## config.mk

```make
export PLATFORM = sky130hd
export DESIGN_NAME = sas_supervisor
export DESIGN_NICKNAME = d
export VERILOG_FILES = /design/src/design/sas_pkg.sv /design/src/design/sas_supervisor.sv
export SDC_FILE = /design/constraint.sdc
export NUM_CORES = 1
export LEC_CHECK = 0
export ABC_AREA = 1
export BUFFER_PORTS_ARGS = -buffer_cell sky130_fd_sc_hd__buf_2
export CORE_MARGIN = 2
export CORE_UTILIZATION = 45
export CTS_BUF_LIST = sky130_fd_sc_hd__clkbuf_8
export CTS_CLUSTER_DIAMETER = 100
export DETAILED_ROUTE_END_ITERATION = 6
export PLACE_DENSITY = 0.61
export SLEW_MARGIN = 0
export SYNTH_ARGS = -nofsm -noshare
export SYNTH_HDL_FRONTEND = slang
export SYNTH_SLANG_ARGS = --single-unit
```

## constraint.sdc

```tcl
create_clock -name clk -period 8 [get_ports clk]
set_clock_uncertainty 0.2 [all_clocks]
set_input_delay 0.8 -clock clk [delete_from_list [all_inputs] [get_ports clk]]
set_output_delay 0.8 -clock clk [all_outputs]
set_load 0.1 [all_outputs]
```

## src/design/sas_pkg.sv

```systemverilog
// constants for the servo amplifier setup and fault supervisor
package sas_pkg;
  // ---------------------------------------------------------------
  // clock and timing
  // ---------------------------------------------------------------
  localparam int unsigned CLK_HZ          = 100_000_000;
  localparam int unsigned US_CYCLES       = CLK_HZ / 1_000_000;
  localparam int unsigned RECOVER_WAIT_MS = 2;
  localparam int unsigned RECOVER_CYCLES  = RECOVER_WAIT_MS * (CLK_HZ / 1000);
  localparam int unsigned PHASE_LOCK_MS   = 100;
  localparam int unsigned PHASE_LOCK_CYC  = PHASE_LOCK_MS * (CLK_HZ / 1000);
  localparam logic [15:0] SAMPLE_US_RST   = 16'h03e8;
  localparam int unsigned NUM_AXES        = 4;

  // ---------------------------------------------------------------
  // register byte offsets
  // ---------------------------------------------------------------
  localparam logic [7:0] OFS_CMD    = 8'h00;
  localparam logic [7:0] OFS_PERIOD = 8'h04;
  localparam logic [7:0] OFS_STATUS = 8'h08;
  localparam logic [7:0] OFS_FAULT  = 8'h0c;
  localparam logic [7:0] OFS_CFG0   = 8'h10;
  localparam logic [7:0] OFS_LIM0   = 8'h20;

  // ---------------------------------------------------------------
  // command word and opcodes
  // ---------------------------------------------------------------
  localparam int unsigned CMD_AXIS_LSB = 4;
  localparam logic [3:0] OP_SERVO_ON   = 4'h1;
  localparam logic [3:0] OP_DRIVE_OFF  = 4'h2;
  localparam logic [3:0] OP_PHASE_LOCK = 4'h3;
  localparam logic [3:0] OP_PHASE_FIND = 4'h4;

  // ---------------------------------------------------------------
  // axis configuration fields and codes
  // ---------------------------------------------------------------
  localparam int unsigned CFG_GAIN_LSB = 0;
  localparam int unsigned CFG_LOOP_LSB = 2;
  localparam int unsigned CFG_TYPE_LSB = 5;
  localparam logic [1:0] GAIN_LOW      = 2'h0;
  localparam logic [1:0] GAIN_MID      = 2'h1;
  localparam logic [1:0] GAIN_HIGH     = 2'h2;
  localparam logic [15:0] GAIN_LOW_MA  = 16'h0190;
  localparam logic [15:0] GAIN_MID_MA  = 16'h0320;
  localparam logic [15:0] GAIN_HIGH_MA = 16'h0640;
  localparam logic [15:0] HIGH_GAIN_LIMIT_MV = 16'h1388;
  localparam logic [1:0] MOTOR_BRUSHLESS = 2'h0;
  localparam logic [1:0] MOTOR_BRUSHED   = 2'h1;
  localparam logic [1:0] MOTOR_EXTERNAL  = 2'h2;

  // ---------------------------------------------------------------
  // fault query selectors and bits
  // ---------------------------------------------------------------
  localparam logic [1:0] FQ_SUPPLY  = 2'h0;
  localparam logic [1:0] FQ_CONT    = 2'h2;
  localparam logic [1:0] FQ_CUTOFF  = 2'h3;
  localparam int unsigned FB_UNDER  = 0;
  localparam int unsigned FB_OVER   = 1;
  localparam int unsigned FB_OCUR   = 2;
  localparam int unsigned FB_OTEMP  = 3;
  localparam int unsigned ST_REFUSED = 8;
  localparam int unsigned ST_CUTOFF  = 9;

  typedef enum logic [1:0] {CS_IDLE, CS_LOCK, CS_FIND, CS_READY} sas_setup_e;
endpackage : sas_pkg

```

## src/design/sas_supervisor.sv

```systemverilog
// servo amplifier setup and fault supervisor with wishbone registers
`timescale 1ns/1ps
`default_nettype none

// Function
// gain codes 0,1,2 give 0.4,0.8,1.6 A/V
// gain changes only while axis drive-off
// gain code 2 clamps command limit 5V
// host sets drive-off, gain, then loop gain
// host picks loop gain 0..4 by supply
// brushless needs phase setup before servo enable
// phase lock energises phase to lock rotor
// host issues no phase commands on brushed
// external motor type drops setup precondition
// cutoff disables amp, drive-off, flag, handler
// cutoff recovery: drive-off, 2 ms, enable
// fault query selectors 0,2,3, eight bits
// selector 0 reports supply, current, temperature
// selector 2 reports continuous current exceeded
// fault query read has no side effects
// amp error jumps thread zero to handler
// under 18V disables, recovers automatically
// power-up under-voltage triggers fault handler
// over 94V disables, re-enables below 90V
// over-voltage neither latches nor calls handler
// sample period in us, default 1000
// host keeps eight samples per magnetic cycle
// supply and cutoff inputs synchronised single bits
module sas_supervisor #(
  parameter int unsigned RECOVER_CYC = sas_pkg::RECOVER_CYCLES,
  parameter int unsigned LOCK_CYC    = sas_pkg::PHASE_LOCK_CYC
) (
  // clock and reset
  input  wire logic        clk,
  input  wire logic        rst,
  // wishbone slave
  input  wire logic        wb_cyc_i,
  input  wire logic        wb_stb_i,
  input  wire logic        wb_we_i,
  input  wire logic [7:0]  wb_adr_i,
  input  wire logic [3:0]  wb_sel_i,
  input  wire logic [31:0] wb_dat_i,
  output logic      [31:0] wb_dat_o,
  output logic             wb_ack_o,
  // amplifier condition pins
  input  wire logic        emergencyCutoffInput,
  input  wire logic        supplyBelow18,
  input  wire logic        supplyAbove94,
  input  wire logic        supplyBelow90,
  input  wire logic        overCurrent,
  input  wire logic        overTemp,
  input  wire logic [3:0]  overContinuous,
  input  wire logic [3:0]  phaseFindDone,
  // program sequencer
  input  wire logic        threadZeroRunning,
  input  wire logic        ampFaultHandlerPresent,
  output logic             ampFaultHandlerJump,
  // power stage
  output logic      [3:0]  ampEnable,
  output logic      [3:0]  phaseLockDrive,
  output logic      [3:0]  phaseFindReq,
  output logic      [7:0]  ampGainSelect,
  output logic      [11:0] currentLoopGain,
  output logic      [63:0] gainMilliAmpPerVolt,
  output logic      [63:0] continuousLimit,
  output logic             sampleTick
);
  localparam int unsigned NA = sas_pkg::NUM_AXES;

  function automatic logic [15:0] gain_ma(input logic [1:0] code);
    case (code)
      sas_pkg::GAIN_LOW:  gain_ma = sas_pkg::GAIN_LOW_MA;
      sas_pkg::GAIN_MID:  gain_ma = sas_pkg::GAIN_MID_MA;
      default:            gain_ma = sas_pkg::GAIN_HIGH_MA;
    endcase
  endfunction : gain_ma

  // ---------------------------------------------------------------
  // input synchronisers
  // ---------------------------------------------------------------
  logic [13:0] pinMeta_r;
  logic [13:0] pinSync_r;
  always_ff @(posedge clk) begin
    if (rst) begin
      pinMeta_r <= '0;
      pinSync_r <= '0;
    end else begin
      pinMeta_r <= {phaseFindDone, overContinuous, overTemp, overCurrent,
                    supplyBelow90, supplyAbove94, supplyBelow18, emergencyCutoffInput};
      pinSync_r <= pinMeta_r;
    end
  end
  logic       cutoffIn;
  logic       underVolt;
  logic       above94;
  logic       below90;
  logic       ocur;
  logic       otemp;
  logic [3:0] overCont;
  logic [3:0] findDone;
  // synchronised condition bits
  assign {findDone, overCont, otemp, ocur, below90, above94, underVolt, cutoffIn} = pinSync_r;

  // ---------------------------------------------------------------
  // wishbone slave
  // ---------------------------------------------------------------
  logic ack_r;
  logic wbReq;
  logic wbWr;
  assign wbReq    = wb_cyc_i & wb_stb_i;
  assign wbWr     = wbReq & wb_we_i & ack_r & wb_sel_i[0];
  assign wb_ack_o = ack_r;
  always_ff @(posedge clk) begin
    if (rst) ack_r <= 1'b0;
    else     ack_r <= wbReq & ~ack_r;
  end

  logic       cmdWr;
  logic [3:0] cmdOp;
  logic [1:0] cmdAxis;
  assign cmdWr   = wbWr && wb_adr_i == sas_pkg::OFS_CMD;
  assign cmdOp   = wb_dat_i[3:0];
  assign cmdAxis = wb_dat_i[sas_pkg::CMD_AXIS_LSB +: 2];

  // ---------------------------------------------------------------
  // supply supervision
  // ---------------------------------------------------------------
  logic overVolt_r;
  // hysteresis between 94V and 90V
  always_ff @(posedge clk) begin
    if (rst)          overVolt_r <= 1'b0;
    else if (above94) overVolt_r <= 1'b1;
    else if (below90) overVolt_r <= 1'b0;
  end

  // ---------------------------------------------------------------
  // emergency cutoff latch and recovery wait
  // ---------------------------------------------------------------
  logic        cutoffLatch_r;
  logic        recoverArmed_r;
  logic [31:0] recoverCnt_r;
  logic        recoverDone;
  logic        recoverOk;
  logic        cutoffClear;
  assign recoverDone = recoverArmed_r && recoverCnt_r == '0;
  assign recoverOk   = recoverDone & ~cutoffIn;
  assign cutoffClear = cmdWr && cmdOp == sas_pkg::OP_SERVO_ON && cutoffLatch_r && recoverOk;
  // latch cutoff
  always_ff @(posedge clk) begin
    if (rst)              cutoffLatch_r <= 1'b0;
    else if (cutoffIn)    cutoffLatch_r <= 1'b1;
    else if (cutoffClear) cutoffLatch_r <= 1'b0;
  end
  // drive-off starts the 2 ms wait
  always_ff @(posedge clk) begin
    if (rst) begin
      recoverArmed_r <= 1'b0;
      recoverCnt_r   <= '0;
    end else if (!cutoffLatch_r || cutoffIn) begin
      recoverArmed_r <= 1'b0;
      recoverCnt_r   <= '0;
    end else if (cmdWr && cmdOp == sas_pkg::OP_DRIVE_OFF) begin
      recoverArmed_r <= 1'b1;
      recoverCnt_r   <= 32'(RECOVER_CYC);
    end else if (recoverCnt_r != '0) begin
      recoverCnt_r <= recoverCnt_r - 32'd1;
    end
  end

  // ---------------------------------------------------------------
  // per-axis configuration, setup and enable
  // ---------------------------------------------------------------
  logic [NA-1:0] servoOn_r;
  logic [NA-1:0] ready;
  logic [NA-1:0] refuse;
  logic [1:0]    motorType [NA];
  genvar a;
  generate
    for (a = 0; a < NA; a++) begin : g_axis
      logic [1:0]         gain_r;
      logic [2:0]         loop_r;
      logic [1:0]         type_r;
      logic [15:0]        lim_r;
      logic [15:0]        limOut_r;
      logic [31:0]        lockCnt_r;
      sas_pkg::sas_setup_e setup_r;
      logic sel;
      logic cfgWr;
      logic limWr;
      logic cfgBad;
      logic onReq;
      logic onOk;
      logic lockReq;
      logic findReq;
      logic setupOk;
      assign sel   = cmdWr && cmdAxis == 2'(a);
      assign cfgWr = wbWr && wb_adr_i == sas_pkg::OFS_CFG0 + 8'(4 * a);
      assign limWr = wbWr && wb_adr_i == sas_pkg::OFS_LIM0 + 8'(4 * a);
      // configuration only while drive-off
      assign cfgBad = cfgWr && (servoOn_r[a] ||
                      wb_dat_i[sas_pkg::CFG_GAIN_LSB +: 2] > sas_pkg::GAIN_HIGH);
      assign setupOk = type_r != sas_pkg::MOTOR_BRUSHLESS;
      assign onReq   = sel && cmdOp == sas_pkg::OP_SERVO_ON;
      // brushless needs finished setup
      // other motor types skip setup
      assign onOk    = (setup_r == sas_pkg::CS_READY || setupOk) &&
                       (!cutoffLatch_r || recoverOk);
      assign lockReq = sel && cmdOp == sas_pkg::OP_PHASE_LOCK;
      assign findReq = sel && cmdOp == sas_pkg::OP_PHASE_FIND;
      assign refuse[a] = cfgBad || (onReq && !onOk) ||
                         ((lockReq || findReq) && (setupOk || cutoffLatch_r));
      assign ready[a]     = setup_r == sas_pkg::CS_READY;
      assign motorType[a] = type_r;

      always_ff @(posedge clk) begin
        if (rst) begin
          gain_r <= sas_pkg::GAIN_MID;
          loop_r <= '0;
          type_r <= sas_pkg::MOTOR_BRUSHLESS;
        end else if (cfgWr && !cfgBad) begin
          gain_r <= wb_dat_i[sas_pkg::CFG_GAIN_LSB +: 2];
          loop_r <= wb_dat_i[sas_pkg::CFG_LOOP_LSB +: 3];
          type_r <= wb_dat_i[sas_pkg::CFG_TYPE_LSB +: 2];
        end
      end

      always_ff @(posedge clk) begin
        if (rst)        lim_r <= '0;
        else if (limWr) lim_r <= wb_dat_i[15:0];
      end
      // high gain clamps the command limit
      always_ff @(posedge clk) begin
        if (rst) limOut_r <= '0;
        else if (gain_r == sas_pkg::GAIN_HIGH && lim_r > sas_pkg::HIGH_GAIN_LIMIT_MV)
          limOut_r <= sas_pkg::HIGH_GAIN_LIMIT_MV;
        else limOut_r <= lim_r;
      end

      // cutoff forces drive-off
      always_ff @(posedge clk) begin
        if (rst)                                     servoOn_r[a] <= 1'b0;
        else if (cutoffIn)                           servoOn_r[a] <= 1'b0;
        else if (sel && cmdOp == sas_pkg::OP_DRIVE_OFF) servoOn_r[a] <= 1'b0;
        else if (onReq && onOk)                      servoOn_r[a] <= 1'b1;
      end

      // phase lock holds a phase energised
      always_ff @(posedge clk) begin
        if (rst || cutoffIn || setupOk) begin
          setup_r   <= sas_pkg::CS_IDLE;
          lockCnt_r <= '0;
        end else begin
          case (setup_r)
            sas_pkg::CS_IDLE, sas_pkg::CS_READY: begin
              // refused while cutoff is latched
              if (lockReq && !cutoffLatch_r) begin
                setup_r   <= sas_pkg::CS_LOCK;
                lockCnt_r <= 32'(LOCK_CYC);
              end else if (findReq && !cutoffLatch_r) begin
                setup_r <= sas_pkg::CS_FIND;
              end
            end
            sas_pkg::CS_LOCK: begin
              if (lockCnt_r <= 32'd1) setup_r <= sas_pkg::CS_READY;
              lockCnt_r <= lockCnt_r - 32'd1;
            end
            sas_pkg::CS_FIND: begin
              if (findDone[a]) setup_r <= sas_pkg::CS_READY;
            end
            default: setup_r <= sas_pkg::CS_IDLE;
          endcase
        end
      end

      // supply faults gate enable
      // over-voltage gates only while present
      assign ampEnable[a] = (servoOn_r[a] || setup_r == sas_pkg::CS_LOCK) && !cutoffIn &&
                            !cutoffLatch_r && !underVolt && !overVolt_r;
      assign phaseLockDrive[a] = setup_r == sas_pkg::CS_LOCK;
      assign phaseFindReq[a]   = setup_r == sas_pkg::CS_FIND;
      // gain code to transconductance
      assign gainMilliAmpPerVolt[16*a +: 16] = gain_ma(gain_r);
      assign ampGainSelect[2*a +: 2]         = gain_r;
      assign currentLoopGain[3*a +: 3]       = loop_r;
      assign continuousLimit[16*a +: 16]     = limOut_r;
    end
  endgenerate

  // ---------------------------------------------------------------
  // refused command flag, fault query, sample period
  // ---------------------------------------------------------------
  logic        refused_r;
  logic [1:0]  faultSel_r;
  logic [15:0] period_r;
  always_ff @(posedge clk) begin
    if (rst) refused_r <= 1'b0;
    else if (|refuse) refused_r <= 1'b1;
    else if (wbWr && wb_adr_i == sas_pkg::OFS_STATUS && wb_dat_i[sas_pkg::ST_REFUSED])
      refused_r <= 1'b0;
  end
  always_ff @(posedge clk) begin
    if (rst) faultSel_r <= sas_pkg::FQ_SUPPLY;
    else if (wbWr && wb_adr_i == sas_pkg::OFS_FAULT) faultSel_r <= wb_dat_i[1:0];
  end
  // programmable sample period
  always_ff @(posedge clk) begin
    if (rst) period_r <= sas_pkg::SAMPLE_US_RST;
    else if (wbWr && wb_adr_i == sas_pkg::OFS_PERIOD) period_r <= wb_dat_i[15:0];
  end

  // eight-bit fault word per selector
  logic [7:0] faultWord;
  always_comb begin
    faultWord = '0;
    case (faultSel_r)
      // supply, current, temperature
      sas_pkg::FQ_SUPPLY: begin
        faultWord[sas_pkg::FB_UNDER] = underVolt;
        faultWord[sas_pkg::FB_OVER]  = overVolt_r;
        faultWord[sas_pkg::FB_OCUR]  = ocur;
        faultWord[sas_pkg::FB_OTEMP] = otemp;
      end
      // continuous current exceeded
      sas_pkg::FQ_CONT:   faultWord[NA-1:0] = overCont;
      sas_pkg::FQ_CUTOFF: faultWord[0] = cutoffLatch_r;
      default:            faultWord = '0;
    endcase
  end

  // reads only sample state
  always_ff @(posedge clk) begin
    if (rst) wb_dat_o <= '0;
    else if (wbReq && !ack_r && !wb_we_i) begin
      wb_dat_o <= '0;
      case (wb_adr_i)
        sas_pkg::OFS_PERIOD: wb_dat_o[15:0] <= period_r;
        sas_pkg::OFS_STATUS: begin
          wb_dat_o[NA-1:0]         <= servoOn_r;
          wb_dat_o[2*NA-1:NA]      <= ready;
          wb_dat_o[sas_pkg::ST_REFUSED] <= refused_r;
          wb_dat_o[sas_pkg::ST_CUTOFF]  <= cutoffLatch_r;
        end
        sas_pkg::OFS_FAULT:  wb_dat_o[7:0] <= faultWord;
        default: begin
          for (int i = 0; i < NA; i++) begin
            if (wb_adr_i == sas_pkg::OFS_CFG0 + 8'(4 * i))
              wb_dat_o[6:0] <= {motorType[i], currentLoopGain[3*i +: 3], ampGainSelect[2*i +: 2]};
            if (wb_adr_i == sas_pkg::OFS_LIM0 + 8'(4 * i))
              wb_dat_o[15:0] <= continuousLimit[16*i +: 16];
          end
        end
      endcase
    end
  end

  logic [6:0]  usCnt_r;
  logic [15:0] smpCnt_r;
  logic        usTick;
  assign usTick = usCnt_r == 7'(sas_pkg::US_CYCLES - 1);
  always_ff @(posedge clk) begin
    if (rst || usTick) usCnt_r <= '0;
    else               usCnt_r <= usCnt_r + 7'd1;
  end
  always_ff @(posedge clk) begin
    if (rst) begin
      smpCnt_r   <= '0;
      sampleTick <= 1'b0;
    end else begin
      sampleTick <= 1'b0;
      if (usTick) begin
        if (smpCnt_r + 16'd1 >= period_r) begin
          smpCnt_r   <= '0;
          sampleTick <= 1'b1;
        end else smpCnt_r <= smpCnt_r + 16'd1;
      end
    end
  end

  // ---------------------------------------------------------------
  // fault handler dispatch
  // ---------------------------------------------------------------
  logic [3:0] errPrev_r;
  logic [3:0] errNow;
  // over-voltage left out of handler events
  assign errNow = {otemp, ocur, underVolt, cutoffIn};
  // error edge jumps thread zero
  // reset value lets early under-voltage fire
  always_ff @(posedge clk) begin
    if (rst) begin
      errPrev_r           <= '0;
      ampFaultHandlerJump <= 1'b0;
    end else begin
      errPrev_r           <= errNow;
      ampFaultHandlerJump <= |(errNow & ~errPrev_r) && threadZeroRunning &&
                             ampFaultHandlerPresent;
    end
  end
endmodule : sas_supervisor

`default_nettype wire

```

Word level (Yosys, flattened, before mapping)
Index checks and enable logic that the tools add are counted.

Register bits after elaboration: 424. Input bits: 65. Output and inout port bits: 195. Word-level logic and storage cells: 396.

Add/sub/neg operators: 7. Order comparisons: 10. Equal/unequal tests: 57. Mux-type cells: 62. Bitwise operators: 11. Reductions and logical operators: 196.

Operators with widths (number): $pmux W32 S2 (4); $sub A32 B1 Y32 const B (5); $le A32 B1 Y1 const B (4); $mux W16 (8); $mux W32 (4); $logic_and A1 B1 Y1 (94); $pmux W11 S2 (4); $gt A16 B13 Y1 const B (4); $mux W13 (4); $logic_or A1 B1 Y1 (36); $mux W18 (2); $eq A2 B2 Y1 const B (16); $eq A8 B5 Y1 const B (4); $eq A8 B6 Y1 const B (4); $logic_not A32 Y1 (1); $mux W2 (16); $reduce_bool A32 Y1 (1); $pmux W2 S3 (5); $mux W7 (4); $pmux W8 S3 (1); $reduce_bool A2 Y1 (12); $reduce_or A2 Y1 (11); $logic_not A2 Y1 (10); $eq A2 B1 Y1 const B (9); other kinds (27) (80).

Longest topological paths before layout
Depth after elaboration: 13. Mapped depth: 17. Mapped depth without buffers: 17.

Worst setup path after synthesis
Ideal clock, no wire load.

Path type: register to output. Start: reg g_axis[0].setup_r[0]. End: out ampEnable[0]. Arrival: 3.475 ns. Data required time: 7.000 ns. Path slack: 3.525 ns. Stages on the path, launching flop included: 6. Buffers on the path: 2. Path through: dfxtp_1 ha_1 clkbuf_1 clkinv_1 clkbuf_1 a21oi_1.

Cells in the longest elaborated chain, start to end: 6.

RTL lines: start, declared (line sas_supervisor.sv:186) `sas_pkg::sas_setup_e setup_r;`; start signal, assigned (line sas_supervisor.sv:250) `setup_r <= sas_pkg::CS_IDLE;`; start signal, assigned (line sas_supervisor.sv:257) `setup_r <= sas_pkg::CS_LOCK;`; start signal, assigned (line sas_supervisor.sv:260) `setup_r <= sas_pkg::CS_FIND;`; $eq A2 B1 Y1; named net phaseLockDrive[0] (line sas_supervisor.sv:60) `output logic [3:0] phaseLockDrive,`; $logic_or A1 B1 Y1 (line sas_supervisor.sv:277) `assign ampEnable[a] = (servoOn_r[a] || setup_r == sas_pkg::CS_LOCK) && !cutoffIn &&`; $logic_and A1 B1 Y1 (2 in a row) (line sas_supervisor.sv:277); $logic_and A1 B1 Y1 (2 in a row) (line sas_supervisor.sv:278) `!cutoffLatch_r && !underVolt && !overVolt_r;`; end, declared (line sas_supervisor.sv:59) `output logic [3:0] ampEnable,`.

The timed path passes the listed nets, and every way through them passes these cells.

Final worst setup path
Start: reg g_axis[0].setup_r[0]. End: out ampEnable[0].

Cells in the longest elaborated chain, start to end: 6.

RTL lines (line): $eq A2 B1 Y1 (sas_supervisor.sv:277); $logic_or A1 B1 Y1 (sas_supervisor.sv:277); $logic_and A1 B1 Y1 (2 in a row) (sas_supervisor.sv:277); $logic_and A1 B1 Y1 (2 in a row) (sas_supervisor.sv:278).

No other way between the ends.

==> impl_metrics.csv <==
group,metric,value,unit
status,outcome,"finished, final reports clean",
timing,slew_headroom,0.1571,
synthesis,avgSynthCellArea,6.880,um2
hold_path,hp-start,"supplyBelow18",
clocking,numClockSinks,424,
route,wl_met2,28370,um
timing,fin_tns_setup,0,ns
timing,rsz0062_at_grt,"false",
power,peakVddDrop,0.9799,mV
route,met1_length,29040,um
power,switchingPower,3.865,mW
synthesis,synth_edf_count,0,
critical_path,crit_slowest_cell,"clkinv_1",
synthesis,synth.distinct_cells,46,
power,power.total,8.607,mW
clocking,clk_pin_slew,0.06,ns
critical_path,arrival,3.32,ns
synthesis,syn_area,0.02143,mm2
final_layout,drive_above_1_share,0.1102,
synthesis,synth_flop_cell,"dfxtp_1",
critical_path,r2r_start,"g_axis[1].setup_r[1]",
clocking,htreeDepth,3,
clocking,cts_buffer_depth,3,
final_layout,area_delta_synth_final,11.91,%
synthesis,yosysSeqAreaShare,0.3962,
final_layout,nFillCells,4763,
clocking,cts_buffers,77,
synthesis,yosys.area.top_type_share,0.3962,
place,place_congestion,0.9739,
clocking,cts_setup_buffers,0,
critical_path,crit_chain,"ha_1 > clkinv_1 > a21oi_1 > buf_2",
final_layout,final-seq-area,0.008488,mm2
critical_path,rrSetupSlack,4.38,ns
global_route,grt.total_usage,0.2519,
hold_path,hold_path_class,"primary input to register",
die,die-area,0.04937,mm2
job,drv_cap,0,
final_layout,post-route-util,0.5128,
power,pwr-share-clk,0.242,
synthesis,synth_area_leaders,"dfxtp_1, nand2_1, nor2_1",
power,p_int,4.742,mW
synthesis,ys_warn_count,0,
place,portBuffers,188,
synthesis,synthArstFlopShare,0,
critical_path,rr_endpoint,"g_axis[1].lockCnt_r[0]",
power,p_leak,11.35,nW
timing,setup_violations,0,
power,p_per_area,359.0,mW/mm2
place,place_area,0.02239,mm2
critical_path,ff2ff_path_depth,7,
final_layout,design_area,0.02398,mm2
synthesis,synth_most_common_cell,"nand2_1",
route,met3WireLength,4178,um
die,start_util,0.4583,
global_route,overflow,0,
global_route,grt_pass1_wl,100300,um
power,power_frac_seq,0.269,
critical_path,cp.required,7.00,ns
synthesis,ys_ff_latch,424,
critical_path,worst_setup_path_end_kind,"primary output",
timing,tightest_slew,1.264,ns
die,die_y,222.2,um
place,dp_hpwl,47130,um
critical_path,slowest_delay,0.82,ns
timing,finalHoldViolCount,0,
route,dr.pass1.iters,5,
route,drt_iter0_drc,1577,
route,viasPerCell,5.180,
route,post-route-drc-count,0,
final_layout,nNetsFinal,3371,
route,top_layer,"met5",
clocking,cts_tree,"yes",
timing,timing.fmax,231.3,MHz
timing,fin_crit_sh,0.5404,
final_layout,multi_input_area,0.01099,mm2
clocking,clock_latency,0.65,ns
synthesis,synth_common_cells,"nand2_1, nor2_1, dfxtp_1",
clocking,ctsResizeCount,0,
die,io-pin-count,260,
die,die_w,222.2,um
critical_path,crit_fanout,28,
clocking,cts_root_buf,"clkbuf_8",
hold_path,min_path_cells,3,
route,final_antenna_net_count,0,
global_route,grt_max_degree,71,
clocking,holdBufCountCts,0,
route,drt-total-wl,63710,um
power,switching_share,0.4491,
synthesis,netlist_instances,3114,
die,core_area,0.04675,mm2
die,rows,79,
timing,fin_crit,4.323,ns
hold_path,whs_endpoint,"pinMeta_r[1]",
route,wl_per_cell,16.21,um
global_route,grt_pass1_vias,19070,
critical_path,cp-start-kind,"register",
critical_path,worstSetupPathType,"register to primary output",
global_route,antenna_found_initial,2,
synthesis,synth_area_leader_cell,"dfxtp_1",
route,vias,20360,
power,comb_power_share,0.489,
timing,drv_slew,0,
## flip-flops by register name (all words and copies together) (netlist names), 16 cells and up
register          flops
smpCnt_r             16
wb_dat_o             16
g_axis.lim_r         64
period_r             16
g_axis.lockCnt_r    128
recoverCnt_r         32
g_axis.limOut_r      64
## through the flow
stage               hold slack (ns)  setup slack [ns]  instances
global route                 0.1397             3.448       3928
finish                       0.1630             3.677       3930
detailed placement           0.1920             4.303       3794
CTS                          0.1140             3.628       3928
floorplan                    0.1883             3.525       3165
global placement             0.1928             4.291       3794
## layer usage
| metal | global-route usage | vias up |
|---|---|---|
| li1 | - | 10210 |
| met1 | 0.3383 | 9388 |
| met4 | 0.08980 | 2 |
| met3 | 0.04827 | 140 |
| met2 | 0.4036 | 616 |
| met5 | 0 | - |
## power by group through the flow
stage / Clock [mW] / Sequential, mW / Combinational (mW)
finish: 2.08 / 2.32 / 4.21
global placement: 0 / 2.37 / 4.49
detailed placement: 0 / 2.37 / 4.26
global route: 2.23 / 2.32 / 4.54
CTS: 2.13 / 2.32 / 4.30
floorplan: 0 / 2.27 / 1.44
## final cells by class
class / instances / area share
Antenna cell: 2 / 0.0002087
Multi-Input combinational cell: 2262 / 0.4583
Inverter: 303 / 0.04744
Sequential cell: 424 / 0.3540
Timing Repair Buffer: 198 / 0.04237
Clock inverter: 32 / 0.007410
Clock buffer: 102 / 0.05855
Tap cell: 607 / 0.03168
## cell families (layout without fill, tap and decap cells)
kind of cell / after synthesis / after routing / synth area share
and+or+nand+nor: 1480 / 1480 / 0.2873
AOI/OAI and AO/OA: 548 / 548 / 0.1348
buffers and inverters: 479 / 635 / 0.1001
DFF: 424 / 424 / 0.3962
xor gates and xnor gates: 142 / 142 / 0.05805
adders and majority gates: 40 / 40 / 0.02336
other: 1 / 54 / 0.0001750
## cells in the final DEF, fill, tap and decap left out, types with 11 or more instances in the layout
| cell | n |
|---|---|
| conb_1 | 52 |
| buf_2 | 188 |
| inv_1 | 312 |
| clkbuf_8 | 102 |
| ha_1 | 40 |
| xor2_1 | 80 |
| nand4_1 | 58 |
| nand3b_1 | 12 |
| o21ai_0 | 178 |
| a21oi_1 | 307 |
| dfxtp_1 | 424 |
| xnor2_1 | 62 |
| nand2_1 | 623 |
| nor2_1 | 561 |
| nor3_1 | 32 |
| nand3_1 | 148 |
| o211ai_1 | 11 |
## worst max-delay path by stage
| stage | startpoint | to | slack [ns] | cells after the start |
|---|---|---|---|---|
| finish | g_axis[0].setup_r[0] | ampEnable[0] | 3.68 | 4 |
| global route | g_axis[0].setup_r[0] | ampEnable[0] | 3.45 | 4 |
| CTS | g_axis[0].setup_r[0] | ampEnable[0] | 3.63 | 4 |
| detailed placement | wb_cyc_i | g_axis[1].lockCnt_r[0] | 4.30 | 10 |
| global placement | wb_cyc_i | g_axis[1].lockCnt_r[0] | 4.29 | 10 |
| floorplan | g_axis[0].setup_r[0] | ampEnable[0] | 3.53 | 5 |
## critical path, delay by kind of cell, from the launching register on
| family | cells | cell delay, ns |
|---|---|---|
| buf+inv | 2 | 1.32 |
| compound gates | 1 | 0.55 |
| fa+ha+maj | 1 | 0.44 |
| flops | 1 | 0.38 |
Note: power is estimated with default switching activity, not from simulation.
